`config.mk`:
```
export PLATFORM = sky130hd
export DESIGN_NAME = pio_ports
export DESIGN_NICKNAME = d
export VERILOG_FILES = /design/src/rtl/pio_ports.v
export VERILOG_INCLUDE_DIRS = /design/src /design/src/common
export SDC_FILE = /design/constraint.sdc
export NUM_CORES = 1
export LEC_CHECK = 0
export ABC_AREA = 1
export BUFFER_PORTS_ARGS = -buffer_cell sky130_fd_sc_hd__buf_2
export CAP_MARGIN = 20
export CORE_MARGIN = 10
export CORE_UTILIZATION = 35
export CTS_CLUSTER_DIAMETER = 80
export CTS_CLUSTER_SIZE = 30
export DETAILED_ROUTE_END_ITERATION = 16
export GPL_TIMING_DRIVEN = 0
export PLACE_DENSITY = 0.53
export SLEW_MARGIN = 20
export SYNTH_ARGS = -nofsm -noshare
export SYNTH_HDL_FRONTEND = slang
export SYNTH_HIERARCHICAL = 1
export SYNTH_SLANG_ARGS = --single-unit
```
`constraint.sdc`:
```
create_clock -name core_clk -period 1 [get_ports core_clk]
set_input_delay 0.05 -clock core_clk [delete_from_list [all_inputs] [get_ports core_clk]]
set_output_delay 0.05 -clock core_clk [all_outputs]
set_load 0.02 [all_outputs]
```
`src/common/pio_regs.vh`:
```
`ifndef PIO_REGS_VH
`define PIO_REGS_VH

// Register indices on the port bus (address width 3).
`define PIO_ADDR_W          3
`define PIO_P0_DATA         3'h0
`define PIO_P0_DIR          3'h1
`define PIO_P1_DATA         3'h2
`define PIO_P1_DIR          3'h3
`define PIO_P2_DATA         3'h4
`define PIO_STBY_CTRL       3'h5

// Field positions.
`define PIO_STOP_FLOAT_BIT  0
`define PIO_P1_CNT_CLK_BIT  3
`define PIO_P1_IRQ_LO_BIT   4
`define PIO_P1_IRQ_HI_BIT   6

// Reset values.
`define PIO_DIR_RST         8'h00
`define PIO_LATCH_RST       8'h00
`define PIO_P2_LATCH_RST    6'h3f
`define PIO_STBY_RST        8'h00

`endif

```
`src/rtl/pio_ports.v`:
```
`timescale 1ns/1ns
`include "pio_regs.vh"

// One bidirectional port: latch, direction, pin drive and pin sampling.
module pio_bidir #(
  parameter WIDTH = 8
) (
  // Clock and reset
  input  wire             core_clk,
  input  wire             nrst,
  // Register writes
  input  wire             wr_data,
  input  wire             wr_dir,
  input  wire [WIDTH-1:0] wdata,
  // Peripheral override
  input  wire [WIDTH-1:0] periph_oe,
  input  wire [WIDTH-1:0] periph_out,
  input  wire             float_all,
  // Pins
  input  wire [WIDTH-1:0] pin_in,
  output reg  [WIDTH-1:0] pin_out,
  output reg  [WIDTH-1:0] pin_oe,
  // State seen by software and peripherals
  output reg  [WIDTH-1:0] latch,
  output reg  [WIDTH-1:0] dir,
  output reg  [WIDTH-1:0] pin_level
);

  reg  [WIDTH-1:0] pin_meta;
  reg  [WIDTH-1:0] next_pin_out;
  reg  [WIDTH-1:0] next_pin_oe;
  reg  [WIDTH-1:0] next_latch;
  reg  [WIDTH-1:0] next_dir;

  // Latch takes every write regardless of direction.
  always @*
  begin
    next_latch = latch;
    if (wr_data)
      next_latch = wdata;
  end

  always @*
  begin
    next_dir = dir;
    if (wr_dir)
      next_dir = wdata;
  end

  // A peripheral output wins over the direction bit; stop float wins over all.
  always @*
  begin
    next_pin_oe  = (next_dir | periph_oe) & {WIDTH{~float_all}};
    next_pin_out = (periph_oe & periph_out) | (~periph_oe & next_latch);
  end

  always @(posedge core_clk or negedge nrst)
  begin
    if (!nrst)
    begin
      latch     <= {WIDTH{1'b0}};
      dir       <= {WIDTH{1'b0}};
      pin_oe    <= {WIDTH{1'b0}};
      pin_out   <= {WIDTH{1'b0}};
      pin_meta  <= {WIDTH{1'b0}};
      pin_level <= {WIDTH{1'b0}};
    end
    else
    begin
      latch     <= next_latch;
      dir       <= next_dir;
      pin_oe    <= next_pin_oe;
      pin_out   <= next_pin_out;
      pin_meta  <= pin_in;
      pin_level <= pin_meta;
    end
  end

endmodule

`timescale 1ns/1ns

module pio_ports (
  // Clock and reset
  input  wire                   core_clk,
  input  wire                   nrst,
  // Register port
  input  wire [`PIO_ADDR_W-1:0] addr,
  input  wire [7:0]             wdata,
  input  wire                   wr,
  input  wire                   rd,
  input  wire                   rd_rmw,
  output reg  [7:0]             rdata,
  // Power state
  input  wire                   stop_mode,
  // Port 0 pins
  input  wire [7:0]             p0_in,
  output wire [7:0]             p0_out,
  output wire [7:0]             p0_oe,
  // Port 1 pins
  input  wire [7:0]             p1_in,
  output wire [7:0]             p1_out,
  output wire [7:0]             p1_oe,
  // Port 2 open-drain pins
  output wire [5:0]             p2_out,
  output wire [5:0]             p2_oe,
  // Port 1 peripheral outputs (timer output, remote carrier and others)
  input  wire [7:0]             p1_periph_oe,
  input  wire [7:0]             p1_periph_out,
  // Peripheral inputs
  output wire [7:0]             edge_irq_group2_input,
  output wire [2:0]             edge_irq_group1_input,
  output wire                   counter_clock_input,
  output wire [7:0]             p1_pin_level
);

  wire [7:0] p0_latch;
  wire [7:0] p0_dir;
  wire [7:0] p0_level;
  wire [7:0] p1_latch;
  wire [7:0] p1_dir;
  wire [5:0] pin_value_latch;
  reg  [7:0] stby_ctrl;
  reg  [7:0] next_rdata;
  reg        float_now;
  wire       stop_pin_float;
  wire       float_all;
  wire       wr_p0_data;
  wire       wr_p0_dir;
  wire       wr_p1_data;
  wire       wr_p1_dir;
  wire       wr_p2_data;

  assign stop_pin_float = stby_ctrl[`PIO_STOP_FLOAT_BIT];
  assign float_all      = stop_mode & stop_pin_float;

  assign wr_p0_data = wr && (addr == `PIO_P0_DATA);
  assign wr_p0_dir  = wr && (addr == `PIO_P0_DIR);
  assign wr_p1_data = wr && (addr == `PIO_P1_DATA);
  assign wr_p1_dir  = wr && (addr == `PIO_P1_DIR);
  assign wr_p2_data = wr && (addr == `PIO_P2_DATA);

  // Port 0 has no peripheral outputs, only interrupt inputs.
  pio_bidir #(
    .WIDTH      (8)
  ) u_port0 (
    .core_clk   (core_clk),
    .nrst       (nrst),
    .wr_data    (wr_p0_data),
    .wr_dir     (wr_p0_dir),
    .wdata      (wdata),
    .periph_oe  (8'h00),
    .periph_out (8'h00),
    .float_all  (float_all),
    .pin_in     (p0_in),
    .pin_out    (p0_out),
    .pin_oe     (p0_oe),
    .latch      (p0_latch),
    .dir        (p0_dir),
    .pin_level  (p0_level)
  );

  pio_bidir #(
    .WIDTH      (8)
  ) u_port1 (
    .core_clk   (core_clk),
    .nrst       (nrst),
    .wr_data    (wr_p1_data),
    .wr_dir     (wr_p1_dir),
    .wdata      (wdata),
    .periph_oe  (p1_periph_oe),
    .periph_out (p1_periph_out),
    .float_all  (float_all),
    .pin_in     (p1_in),
    .pin_out    (p1_out),
    .pin_oe     (p1_oe),
    .latch      (p1_latch),
    .dir        (p1_dir),
    .pin_level  (p1_pin_level)
  );

  // Synchronised pin levels feed peripherals whatever the direction.
  assign edge_irq_group2_input = p0_level;
  assign edge_irq_group1_input = p1_pin_level[`PIO_P1_IRQ_HI_BIT:`PIO_P1_IRQ_LO_BIT];
  assign counter_clock_input   = p1_pin_level[`PIO_P1_CNT_CLK_BIT];

  // Port 2 is output only; it has no pin sampling at all.
  pio_drain #(
    .WIDTH     (6),
    .LATCH_RST (`PIO_P2_LATCH_RST)
  ) u_port2 (
    .core_clk  (core_clk),
    .nrst      (nrst),
    .wr_data   (wr_p2_data),
    .wdata     (wdata[5:0]),
    .float_all (float_now),
    .pin_out   (p2_out),
    .pin_oe    (p2_oe),
    .latch     (pin_value_latch)
  );

  // Read mux; port 0 and 1 data reads return pins unless read-modify-write; port 2 data reads always return its latch.
  always @*
  begin
    next_rdata = 8'h00;
    if (rd)
    begin
      case (addr)
        `PIO_P0_DATA:   next_rdata = rd_rmw ? p0_latch : p0_level;
        `PIO_P0_DIR:    next_rdata = p0_dir;
        `PIO_P1_DATA:   next_rdata = rd_rmw ? p1_latch : p1_pin_level;
        `PIO_P1_DIR:    next_rdata = p1_dir;
        `PIO_P2_DATA:   next_rdata = {2'b00, pin_value_latch};
        `PIO_STBY_CTRL: next_rdata = stby_ctrl;
        default:        next_rdata = 8'h00;
      endcase
    end
  end

  always @*
  begin
    float_now = float_all;
  end

  always @(posedge core_clk or negedge nrst)
  begin
    if (!nrst)
    begin
      stby_ctrl       <= `PIO_STBY_RST;
      rdata           <= 8'h00;
    end
    else
    begin
      if (wr && (addr == `PIO_STBY_CTRL))
        stby_ctrl     <= {7'h00, wdata[`PIO_STOP_FLOAT_BIT]};
      rdata           <= next_rdata;
    end
  end

endmodule

// One open-drain output port: latch, pull-down enable and release in stop.
module pio_drain #(
  parameter             WIDTH     = 6,
  parameter [WIDTH-1:0] LATCH_RST = {WIDTH{1'b1}}
) (
  // Clock and reset
  input  wire             core_clk,
  input  wire             nrst,
  // Register writes
  input  wire             wr_data,
  input  wire [WIDTH-1:0] wdata,
  // Stop float
  input  wire             float_all,
  // Pins
  output reg  [WIDTH-1:0] pin_out,
  output reg  [WIDTH-1:0] pin_oe,
  // State seen by software
  output reg  [WIDTH-1:0] latch
);

  reg  [WIDTH-1:0] next_latch;
  reg  [WIDTH-1:0] next_pin_oe;

  // The latch takes every write, and the pins follow the latch.
  always @*
  begin
    next_latch = latch;
    if (wr_data)
      next_latch = wdata;
  end

  // A 0 pulls the pin low; a 1, or a float in stop, releases it.
  always @*
  begin
    next_pin_oe = ~next_latch & {WIDTH{~float_all}};
  end

  always @(posedge core_clk or negedge nrst)
  begin
    if (!nrst)
    begin
      latch   <= LATCH_RST;
      pin_out <= {WIDTH{1'b0}};
      pin_oe  <= {WIDTH{1'b0}};
    end
    else
    begin
      latch   <= next_latch;
      pin_out <= {WIDTH{1'b0}};
      pin_oe  <= next_pin_oe;
    end
  end

endmodule

```
==> results of run 1 <==
==> critical path, delay by kind of cell (launching register included) <==
family   cells  cell delay (ns)
buf+inv      2             0.26
flops        1             0.43
==> synth_stat cells (all sizes together) <==
cell type	number
a21oi	1
nand3	44
nand2	231
nor2	25
nor4	2
mux2	1
and2	16
nand4	8
dfstp	6
nor3	3
conb	2
dfrtp	111
o21ai	2
buf	21
inv	80
==> through the flow <==
step / hold WS, ns / area [um2] / instances / util (%) / power, W
after global placement: 0.158 / 5920 / 873 / 42.5 / 0.00805
after detailed placement: -0.00492 / 5960 / 874 / 42.7 / 0.00810
final: 0.0276 / 7620 / 964 / 54.7 / 0.0156
after floorplan: -0.246 / 5140 / 581 / - / 0.00719
after global routing: 0.0382 / 7620 / 964 / 54.7 / 0.0163
after CTS: 0.00729 / 7410 / 959 / 53.2 / 0.0156
==> layer usage <==
| layer | share of wire, % | GRT usage (%) |
|---|---|---|
| met2 | 51 | 25.3 |
| met4 | 1.3 | 4.94 |
| met3 | 5.9 | 5.34 |
| met1 | 42 | 17.0 |
| met5 | 0 | 0 |
==> power breakdown <==
| group | total (W) | switching [W] | internal [W] |
|---|---|---|---|
| Combinational | 0.00283 | 0.00158 | 0.00125 |
| Sequential | 0.00576 | 0.000351 | 0.00541 |
| Clock | 0.00697 | 0.00217 | 0.00480 |
==> what timing repair did <==
item,in CTS,in global routing
cloned,0,0
endpoints found under the setup margin,57,64
gates resized for setup,88,55
pin swaps,15,20
hold buffers,43,0
endpoints found under the hold margin,163,0
setup buffers,10,5
==> path summary, 6_finish.rpt <==
kind | endpoint | slack, ns | cells past startpoint
setup / recovery | p1_pin_level[4] | -0.15 | 2
hold / removal | stby_ctrl[0]$_DFFE_PN0P_ | 0.03 | 3
setup reg to reg | rdata[4]$_DFF_PN0_ | -0.12 | 7
hold reg to reg | u_port0/pin_level[5]$_DFF_PN0_ | 0.34 | 0
max in group asynchronous | u_port2/latch[0]$_DFF_PN1_ | 0.15 | 3
min in group asynchronous | u_port1/pin_out[6]$_DFF_PN0_ | 0.12 | 2
==> kinds of logic (layout without fill, tap and decap cells) <==
| family | Yosys count | after routing | share of synthesized area [%] |
|---|---|---|---|
| buffers and inverters | 101 | 304 | 9.90 |
| AO/OA/AOI/OAI | 3 | 3 | 0.301 |
| other | 2 | 30 | 0.151 |
| multiplexers | 1 | 1 | 0.226 |
| flip-flops | 117 | 117 | 58.9 |
| AND/OR/NAND/NOR | 329 | 329 | 30.5 |
==> cell type report <==
| class | count | share of cell area [%] |
|---|---|---|
| Buffer | 21 | 2.71 |
| Inverter | 80 | 4.39 |
| Timing Repair Buffer | 171 | 19.1 |
| Clock buffer | 20 | 6.00 |
| Tap cell | 180 | 2.96 |
| Clock inverter | 12 | 2.96 |
| Sequential cell | 117 | 38.5 |
| Multi-Input combinational cell | 363 | 23.3 |
==> qor.yml, run 1 <==
route:
  first_pass_iters: 4
  wl_mm: 13.9
  dr.first_iter.drc_count: 236
  vias_per_cell: 4.27
  ant_nets: 0
  drc_errors: 0
  num_vias: 4120
  wire_per_inst_um: 14.4
cells_and_area:
  fin_nets: 820
  final_cell_mix: "nand2_1, dfrtp_1, inv_1"
  drive_gt1_share_pct: 34.2
  area_growth_pct: 52.9
  multiInputGateArea_um2: 1780
  final_common_cell: "nand2_1"
  antennaDiodeCount: 0
  regArea_um2: 2940
  n_fill_cell: 1226
global_route:
  grt_pass1_vias: 4419
  antenna_found_initial: 0
  grt_remaining_overflow: 0
  grt_pass1_wl_mm: 22.9
  grtUsageTotal_pct: 14.9
  grt_max_degree: 76
synthesis:
  yosysTopAreaCellShare_pct: 55.8
  yosysSeqAreaShare_pct: 58.9
  ys.warnings.count: 6
  synth_cell_types: 26
  synthTopCellsByArea: "dfrtp_1, nand2_1, inv_1"
  ys_ff_latch: 117
  yosys.area.top_type: "dfrtp_1"
  syn_area_um2: 4980
  synth.avg_cell_area_um2: 9.01
  synthCells: 553
worst_setup_path:
  startpoint_type: "flip-flop"
  critPathArrivalTime_ns: 1.10
  startpoint: "u_port1/pin_level[4]$_DFF_PN0_"
  r2r-start: "u_port1/pin_level[4]$_DFF_PN0_"
  critPathKind: "reg2out"
  cp-end-kind: "primary output"
  crit_chain: "buf_6, buf_6"
  slowest_delay_ns: 0.43
  crit_fanout: 3
  cpMostUsedCell: "buf_6"
  slowest_stage: "dfrtp_1"
  cp.required_ns: 0.95
die:
  dieWidth_um: 139
  ios: 121
  fp.dieArea_um2: 19400
  rows: 43
  coreArea_um2: 13900
  initial_core_util_pct: 35.7
  die_y_um: 139
timing:
  hold_violations: 0
  setup_viol: 26
  fin_skew_ns: 0.00949
  rsz0062_at_grt: "true"
  final.setup.tns_ns: -1.58
  slew_viol_final: 0
  fin_crit_ns: 1.15
  worst_slack_ns: -0.153
  finalCritPeriodShare_pct: 115
  fmax_ghz: 0.868
clock_tree:
  numCtsBuffers: 17
  htreeDepth: 4
  cts_tree: "built"
  cts-root-buf: "clkbuf_16"
  cts.sinks: 117
  clockBufferDepth: 2
  clk_latency_ns: 0.42
  clkTransAtPathRegs_ns: 0.05
placement:
  dp_hpwl_mm: 9.78
  place_ws_ns: -0.314
  portBuffers: 112
  gp_congestion: 0.792
outcome:
  status: "complete, but fails checks"
  violations: "negative setup slack"
hold_path:
  min-delay-start: "addr[0]"
  hp-class: "in2reg"
pwr:
  powerDensity_nw_per_um2: 2040
  leakagePower_nw: 4.02
  vdd_drop_max_mv: 1.01
job:
  max_cap_viol_count: 0
Note: power is estimated with default switching activity, not from simulation.
==> run 2: changes to the inputs <==
PLACE_DENSITY = 0.55   (was 0.53)
SETUP_SLACK_MARGIN = 0.05   (was default)
SYNTH_HIERARCHICAL = default   (was 1)
clock period = 1.2 ns   (was 1 ns; I/O delays follow)
==> qor.yml, run 2 <==
outcome:
  status: "finished clean"
clock_tree:
  numCtsBuffers: 9
  clk_latency_ns: 0.36
  htreeDepth: 3
  clkTransAtPathRegs_ns: 0.07
  cts.sinks: 109
  cts-root-buf: "clkbuf_16"
  cts_tree: "built"
  clockBufferDepth: 2
route:
  dr.first_iter.drc_count: 224
  num_vias: 3448
  ant_nets: 0
  drc_errors: 0
  vias_per_cell: 4.53
  wl_mm: 12.2
  wire_per_inst_um: 16.1
  first_pass_iters: 4
global_route:
  grt_pass1_vias: 3515
  grtUsageTotal_pct: 14.7
  grt_pass1_wl_mm: 18.7
  antenna_found_initial: 0
  grt_remaining_overflow: 0
  grt_max_degree: 65
synthesis:
  synthCells: 445
  yosysSeqAreaShare_pct: 65.4
  ys.warnings.count: 0
  yosys.area.top_type: "dfrtp_1"
  yosysTopAreaCellShare_pct: 61.7
  ys_ff_latch: 109
  yosys_most_used_dff: "dfrtp_1"
  synthTopCellsByCount: "nand2_1, dfrtp_1, inv_1"
  synthTopCellsByArea: "dfrtp_1, nand2_1, o21ai_0"
  yosysMostFrequentCell: "nand2_1"
  async_reset_ff_share_pct: 100
  synth_edf_count: 0
  syn_area_um2: 4180
  synth.avg_cell_area_um2: 9.39
  synth_cell_types: 20
pwr:
  p_clk_share_pct: 34.0
  leakagePower_nw: 3.07
  switching_share_pct: 29.2
  vdd_drop_max_mv: 0.776
  p_comb_share_pct: 19.3
  netSwitchingPower_w: 0.00276
  powerDensity_nw_per_um2: 1660
  internal_power_w: 0.00668
  seqPwrFrac_pct: 46.7
hold_path:
  whs_endpoint: "u_port1.dir[5]$_DFF_PN0_"
  hp-class: "in2reg"
  min_path_cells: 3
  min-delay-start: "wdata[5]"
die:
  rows: 39
  dieWidth_um: 129
  die_y_um: 129
  ios: 121
  fp.dieArea_um2: 16700
  coreArea_um2: 11600
  initial_core_util_pct: 36.1
worst_setup_path:
  slowest_delay_ns: 0.54
  cp-end-kind: "flip-flop"
  critPathArrivalTime_ns: 1.37
  crit_chain: "dlygate4sd3_1, buf_2, nand2_1, dlygate4sd3_1, nand2_1"
  critPathKind: "in2reg"
  reg2reg_depth: 6
  r2r-start: "u_port1.pin_level[3]$_DFF_PN0_"
  slowest_stage: "dlygate4sd3_1"
  crit_fanout: 2
  startpoint_type: "input port"
  reg2reg_slack_ns: 0.16
  r2r_end: "rdata[3]$_DFF_PN0_"
  cp.required_ns: 1.44
cells_and_area:
  fin_nets: 662
  area_growth_pct: 36.3
  antennaDiodeCount: 0
  final_common_cell: "nand2_1"
  final_cell_mix: "nand2_1, buf_2, dfrtp_1"
  fin_util_pct: 49.3
  fin_cells: 761
  drive_gt1_share_pct: 27.5
timing:
  rsz0062_at_grt: "false"
  slew_viol_final: 0
  fmax_ghz: 0.891
  fin_skew_ns: 0.00753
  setup_viol: 0
  fin_crit_ns: 1.12
  hold_violations: 0
  finalCritPeriodShare_pct: 93.6
placement:
  gp_congestion: 0.828
  portBuffers: 113
  place_inst: 707
  dp_hpwl_mm: 9.15
job:
  max_cap_viol_count: 0
-- run 2: changes by cell type after synthesis, moves of 3 or more --
cell,before,now
buf_6,6,2
nand2_2,20,2
inv_1,73,46
nand3_2,14,0
clkbuf_1,0,4
nand4_1,8,1
o21ai_0,2,35
and2_1,16,0
nand2_1,209,161
dfrtp_1,111,103
nor2_1,22,31
inv_2,3,0
-- run 2: power by group through the flow --
| stage | combinational (W) | clock, W | sequential [W] |
|---|---|---|---|
| after floorplan | 0.000638 | 0 | 0.00482 |
| after global placement | 0.00172 | 0 | 0.00446 |
| after detailed placement | 0.00174 | 0 | 0.00448 |
| after CTS | 0.00185 | 0.00328 | 0.00441 |
| after global routing | 0.00204 | 0.00341 | 0.00446 |
| final | 0.00182 | 0.00321 | 0.00441 |
-- run 2: worst max-delay path by stage --
stage | from | to | slack (ns)
floorplan | stby_ctrl[0]$_DFFE_PN0P_ | u_port0.pin_oe[2]$_DFF_PN0_ | 0.09
global placement | nrst | rdata[4]$_DFF_PN0_ | -1.11
detailed placement | stby_ctrl[0]$_DFFE_PN0P_ | u_port0.pin_oe[2]$_DFF_PN0_ | -0.34
CTS | stby_ctrl[0]$_DFFE_PN0P_ | u_port0.pin_oe[5]$_DFF_PN0_ | 0.07
global route | u_port1.pin_level[4]$_DFF_PN0_ | rdata[4]$_DFF_PN0_ | 0.05
finish | p1_periph_oe[4] | u_port1.pin_out[4]$_DFF_PN0_ | 0.08
-- run 2: routing by layer --
layer / global-route usage (%) / part of all wire [%] / up-vias
met2: 24.0 / 48 / 116
met3: 4.85 / 8.0 / 15
met1: 18.1 / 42 / 1628
met5: 0 / 0 / -
li1: - / - / 1689
met4: 4.62 / 1.6 / 0
-- run 2: cells by family (layout without fill, tap and decap cells) --
group	Yosys count	after routing	share of synthesized area (%)
flops	109	109	65.4
other cells	1	6	0.0897
simple gates	229	229	22.2
compound gates	39	39	4.85
buf+inv	67	235	7.42
-- run 2: area by class of cell --
| type | instances | area, um2 |
|---|---|---|
| clock inverters | 6 | 91.3 |
| well taps | 143 | 179 |
| repair buffers | 152 | 972 |
| fillers | 1094 | 5870 |
| multi-input cells | 274 | 1170 |
| inverters | 46 | 173 |
| flip-flops and latches | 109 | 2740 |
| plain buffers | 21 | 145 |
| clock buffers | 10 | 229 |
-- run 2: timing repair --
action | in CTS | in global routing
hold buffers | 39 | 1
resized for setup | 4 | 13
endpoints found under the setup margin | 10 | 39
buffers inserted | 0 | 3
endpoints found under the hold margin | 69 | 1
pin swaps | 0 | 1
-- run 2: through the flow --
stage | TNS, ns | total power (W) | hold slack [ns] | instance area (um2) | worst slack [ns]
floorplan | 0 | 0.00546 | -0.236 | 4200 | 0.0914
global placement | -129.65 | 0.00618 | 0.168 | 4940 | -1.11
detailed placement | -12.20 | 0.00622 | 0.0238 | 4980 | -0.338
CTS | 0 | 0.00955 | 0.00666 | 5700 | 0.0705
global route | 0 | 0.00991 | 0.0272 | 5700 | 0.0497
finish | 0 | 0.00944 | 0.00776 | 5700 | 0.0774
-- run 2: critical path: cells and delay by family --
kind	cells	cell delay [ns]
simple gates	2	0.09
buf+inv	3	1.21
==> run 3: changes to the inputs <==
ABC_AREA = default   (was 1)
==> qor.yml, run 3 <==
synthesis:
  synth.avg_cell_area_um2: 14.7
  synthSimpleGateAreaFrac_pct: 8.58
  yosysMostFrequentCell: "dfrtp_1"
  synth_compound_area_share_pct: 4.11
  ys_ff_latch: 109
  synthTopCellsByArea: "dfrtp_1, mux2_2, mux2i_1"
  synthMuxAreaShare_pct: 17.5
  synth-xor-area-share_pct: 0
  synth_edf_count: 0
  synthAdderAreaFrac_pct: 0
  async_reset_ff_share_pct: 100
  yosys.area.top_type: "dfrtp_1"
  synth_top_family_by_area: "multiplexers"
  synth_cell_types: 31
  synthTopCellsByCount: "dfrtp_1, mux2_2, nor2_1"
  syn_area_um2: 4110
  yosysTopAreaCellShare_pct: 62.7
  ys.warnings.count: 0
  yosys_most_used_dff: "dfrtp_1"
  synthCells: 279
  yosysSeqAreaShare_pct: 66.5
die:
  coreArea_um2: 11500
  fp.dieArea_um2: 16500
  initial_core_util_pct: 35.9
  rows: 39
  ios: 121
  dieWidth_um: 128
  die_y_um: 128
route:
  dr.first_iter.drc_count: 147
  wire_per_inst_um: 18.6
  drc_errors: 0
  ant_nets: 0
  vias_per_cell: 4.56
  wl_mm: 11.2
  first_pass_iters: 4
  num_vias: 2736
cells_and_area:
  final_common_cell: "buf_2"
  area_growth_pct: 39.5
  fin_area_um2: 5740
  final_cell_mix: "buf_2, dfrtp_1, dlygate4sd3_1"
  fin_cells: 600
  drive_gt1_share_pct: 47.9
  fin_nets: 501
  antennaDiodeCount: 0
timing:
  slew_headroom_pct: 64.1
  finalCritPeriodShare_pct: 101
  hold_ws_ns: 0.0213
  worst_slack_ns: -0.00956
  fin_crit_ns: 1.21
  tightest_slew_ns: 0.537
  rsz0062_at_grt: "true"
  fmax_ghz: 0.827
  setup_viol: 1
  slew_viol_final: 0
  fin_skew_ns: 0.00418
  hold_violations: 0
worst_setup_path:
  cp.required_ns: 1.43
  critPathKind: "reg2reg"
  cp-end-kind: "flip-flop"
  crit_fanout: 2
  critPathArrivalTime_ns: 1.44
  r2r-start: "u_port0.dir[0]$_DFF_PN0_"
  startpoint_type: "flip-flop"
  startpoint: "u_port0.dir[0]$_DFF_PN0_"
  reg2reg_depth: 4
clock_tree:
  clockBufferDepth: 2
  clkTransAtPathRegs_ns: 0.07
  cts.sinks: 109
  clk_latency_ns: 0.34
  numCtsBuffers: 9
  cts_tree: "built"
  htreeDepth: 3
  cts-root-buf: "clkbuf_16"
global_route:
  use_met2_pct: 22.3
  grt_pass1_wl_mm: 17.2
  top_usage_layer: "met2"
  grt_use_met3_pct: 3.49
  met1_usage_pct: 16.1
  grt_remaining_overflow: 0
  grt_pass1_vias: 3056
  grt_max_degree: 71
  antenna_found_initial: 0
  grtUsageTotal_pct: 13.5
placement:
  gp_congestion: 0.790
  place_inst: 541
  place_ws_ns: -0.526
  dp_hpwl_mm: 7.74
  portBuffers: 113
  dpl_cell_area_um2: 4950
pwr:
  vdd_drop_max_mv: 0.673
  leakagePower_nw: 2.80
  internal_power_w: 0.00674
  p_comb_share_pct: 22.2
  netSwitchingPower_w: 0.00266
  p_clk_share_pct: 29.7
  powerDensity_nw_per_um2: 1640
  switching_share_pct: 28.3
  seqPwrFrac_pct: 48.1
hold_path:
  min_path_cells: 2
  hp-class: "in2reg"
  min-delay-start: "wdata[4]"
outcome:
  violations: "negative setup slack"
  status: "complete, but fails checks"
job:
  max_cap_viol_count: 0
run 3: power groups by stage:
stage | registers [W] | clock network (W) | logic (W)
floorplan | 0.00495 | 0 | 0.000783
global placement | 0.00456 | 0 | 0.00191
detailed placement | 0.00458 | 0 | 0.00194
CTS | 0.00452 | 0.00291 | 0.00206
global route | 0.00459 | 0.00304 | 0.00226
finish | 0.00453 | 0.00279 | 0.00208
run 3: kinds of logic (layout without fill, tap and decap cells):
group	after synthesis	in the layout
flops	109	109
other cells	1	6
buf+inv	21	194
simple gates	59	59
mux	66	66
compound gates	23	23
run 3: final timing paths:
check	endpoint	slack [ns]
hold reg to reg	u_port1.pin_level[6]$_DFF_PN0_	0.35
hold / removal	u_port0.pin_out[4]$_DFFE_PN0P_	0.02
setup reg to reg	rdata[0]$_DFF_PN0_	-0.01
setup / recovery	rdata[0]$_DFF_PN0_	-0.01
max in group asynchronous	u_port2.latch[4]$_DFF_PN1_	0.31
min in group asynchronous	u_port1.pin_meta[6]$_DFF_PN0_	0.19
run 3: cell type report:
class | instances | area, um2
Clock buffer | 13 | 260
Clock inverter | 3 | 20.0
Sequential cell | 109 | 2740
Tap cell | 143 | 179
Buffer | 20 | 143
Timing Repair Buffer | 158 | 1050
Fill cell | 1039 | 5730
Multi-Input combinational cell | 154 | 1350
run 3: worst max-delay path, stage by stage (launching register included):
cell and delay [ns]:
dfrtp_1 0.40, mux2_4 0.28, a22oi_2 0.11, nor2_1 0.06, o31a_1 0.24
run 3: what timing repair did:
item / CTS / global route
endpoints found under the setup margin: 39 / 26
hold buffers: 35 / 0
gates resized for setup: 5 / 14
pin swaps: 1 / 3
hold endpoints to repair: 73 / 0
setup buffers: 4 / 5
run 3: per-stage QoR:
stage	setup TNS (ns)	utilization, %	power, W
final	-0.00956	50.0	0.00940
after global routing	-0.171	50.0	0.00990
after CTS	0	49.3	0.00949
after detailed placement	-21.07	43.2	0.00652
after global placement	-143.16	42.9	0.00648
after floorplan	-1.28	-	0.00573
run 3: routing by layer:
metal  up-vias  share of wire (%)
li1       1299                  -
met1      1354                 42
met2        69                 50
met3        14                5.7
met4         0                1.9
met5         -                  0
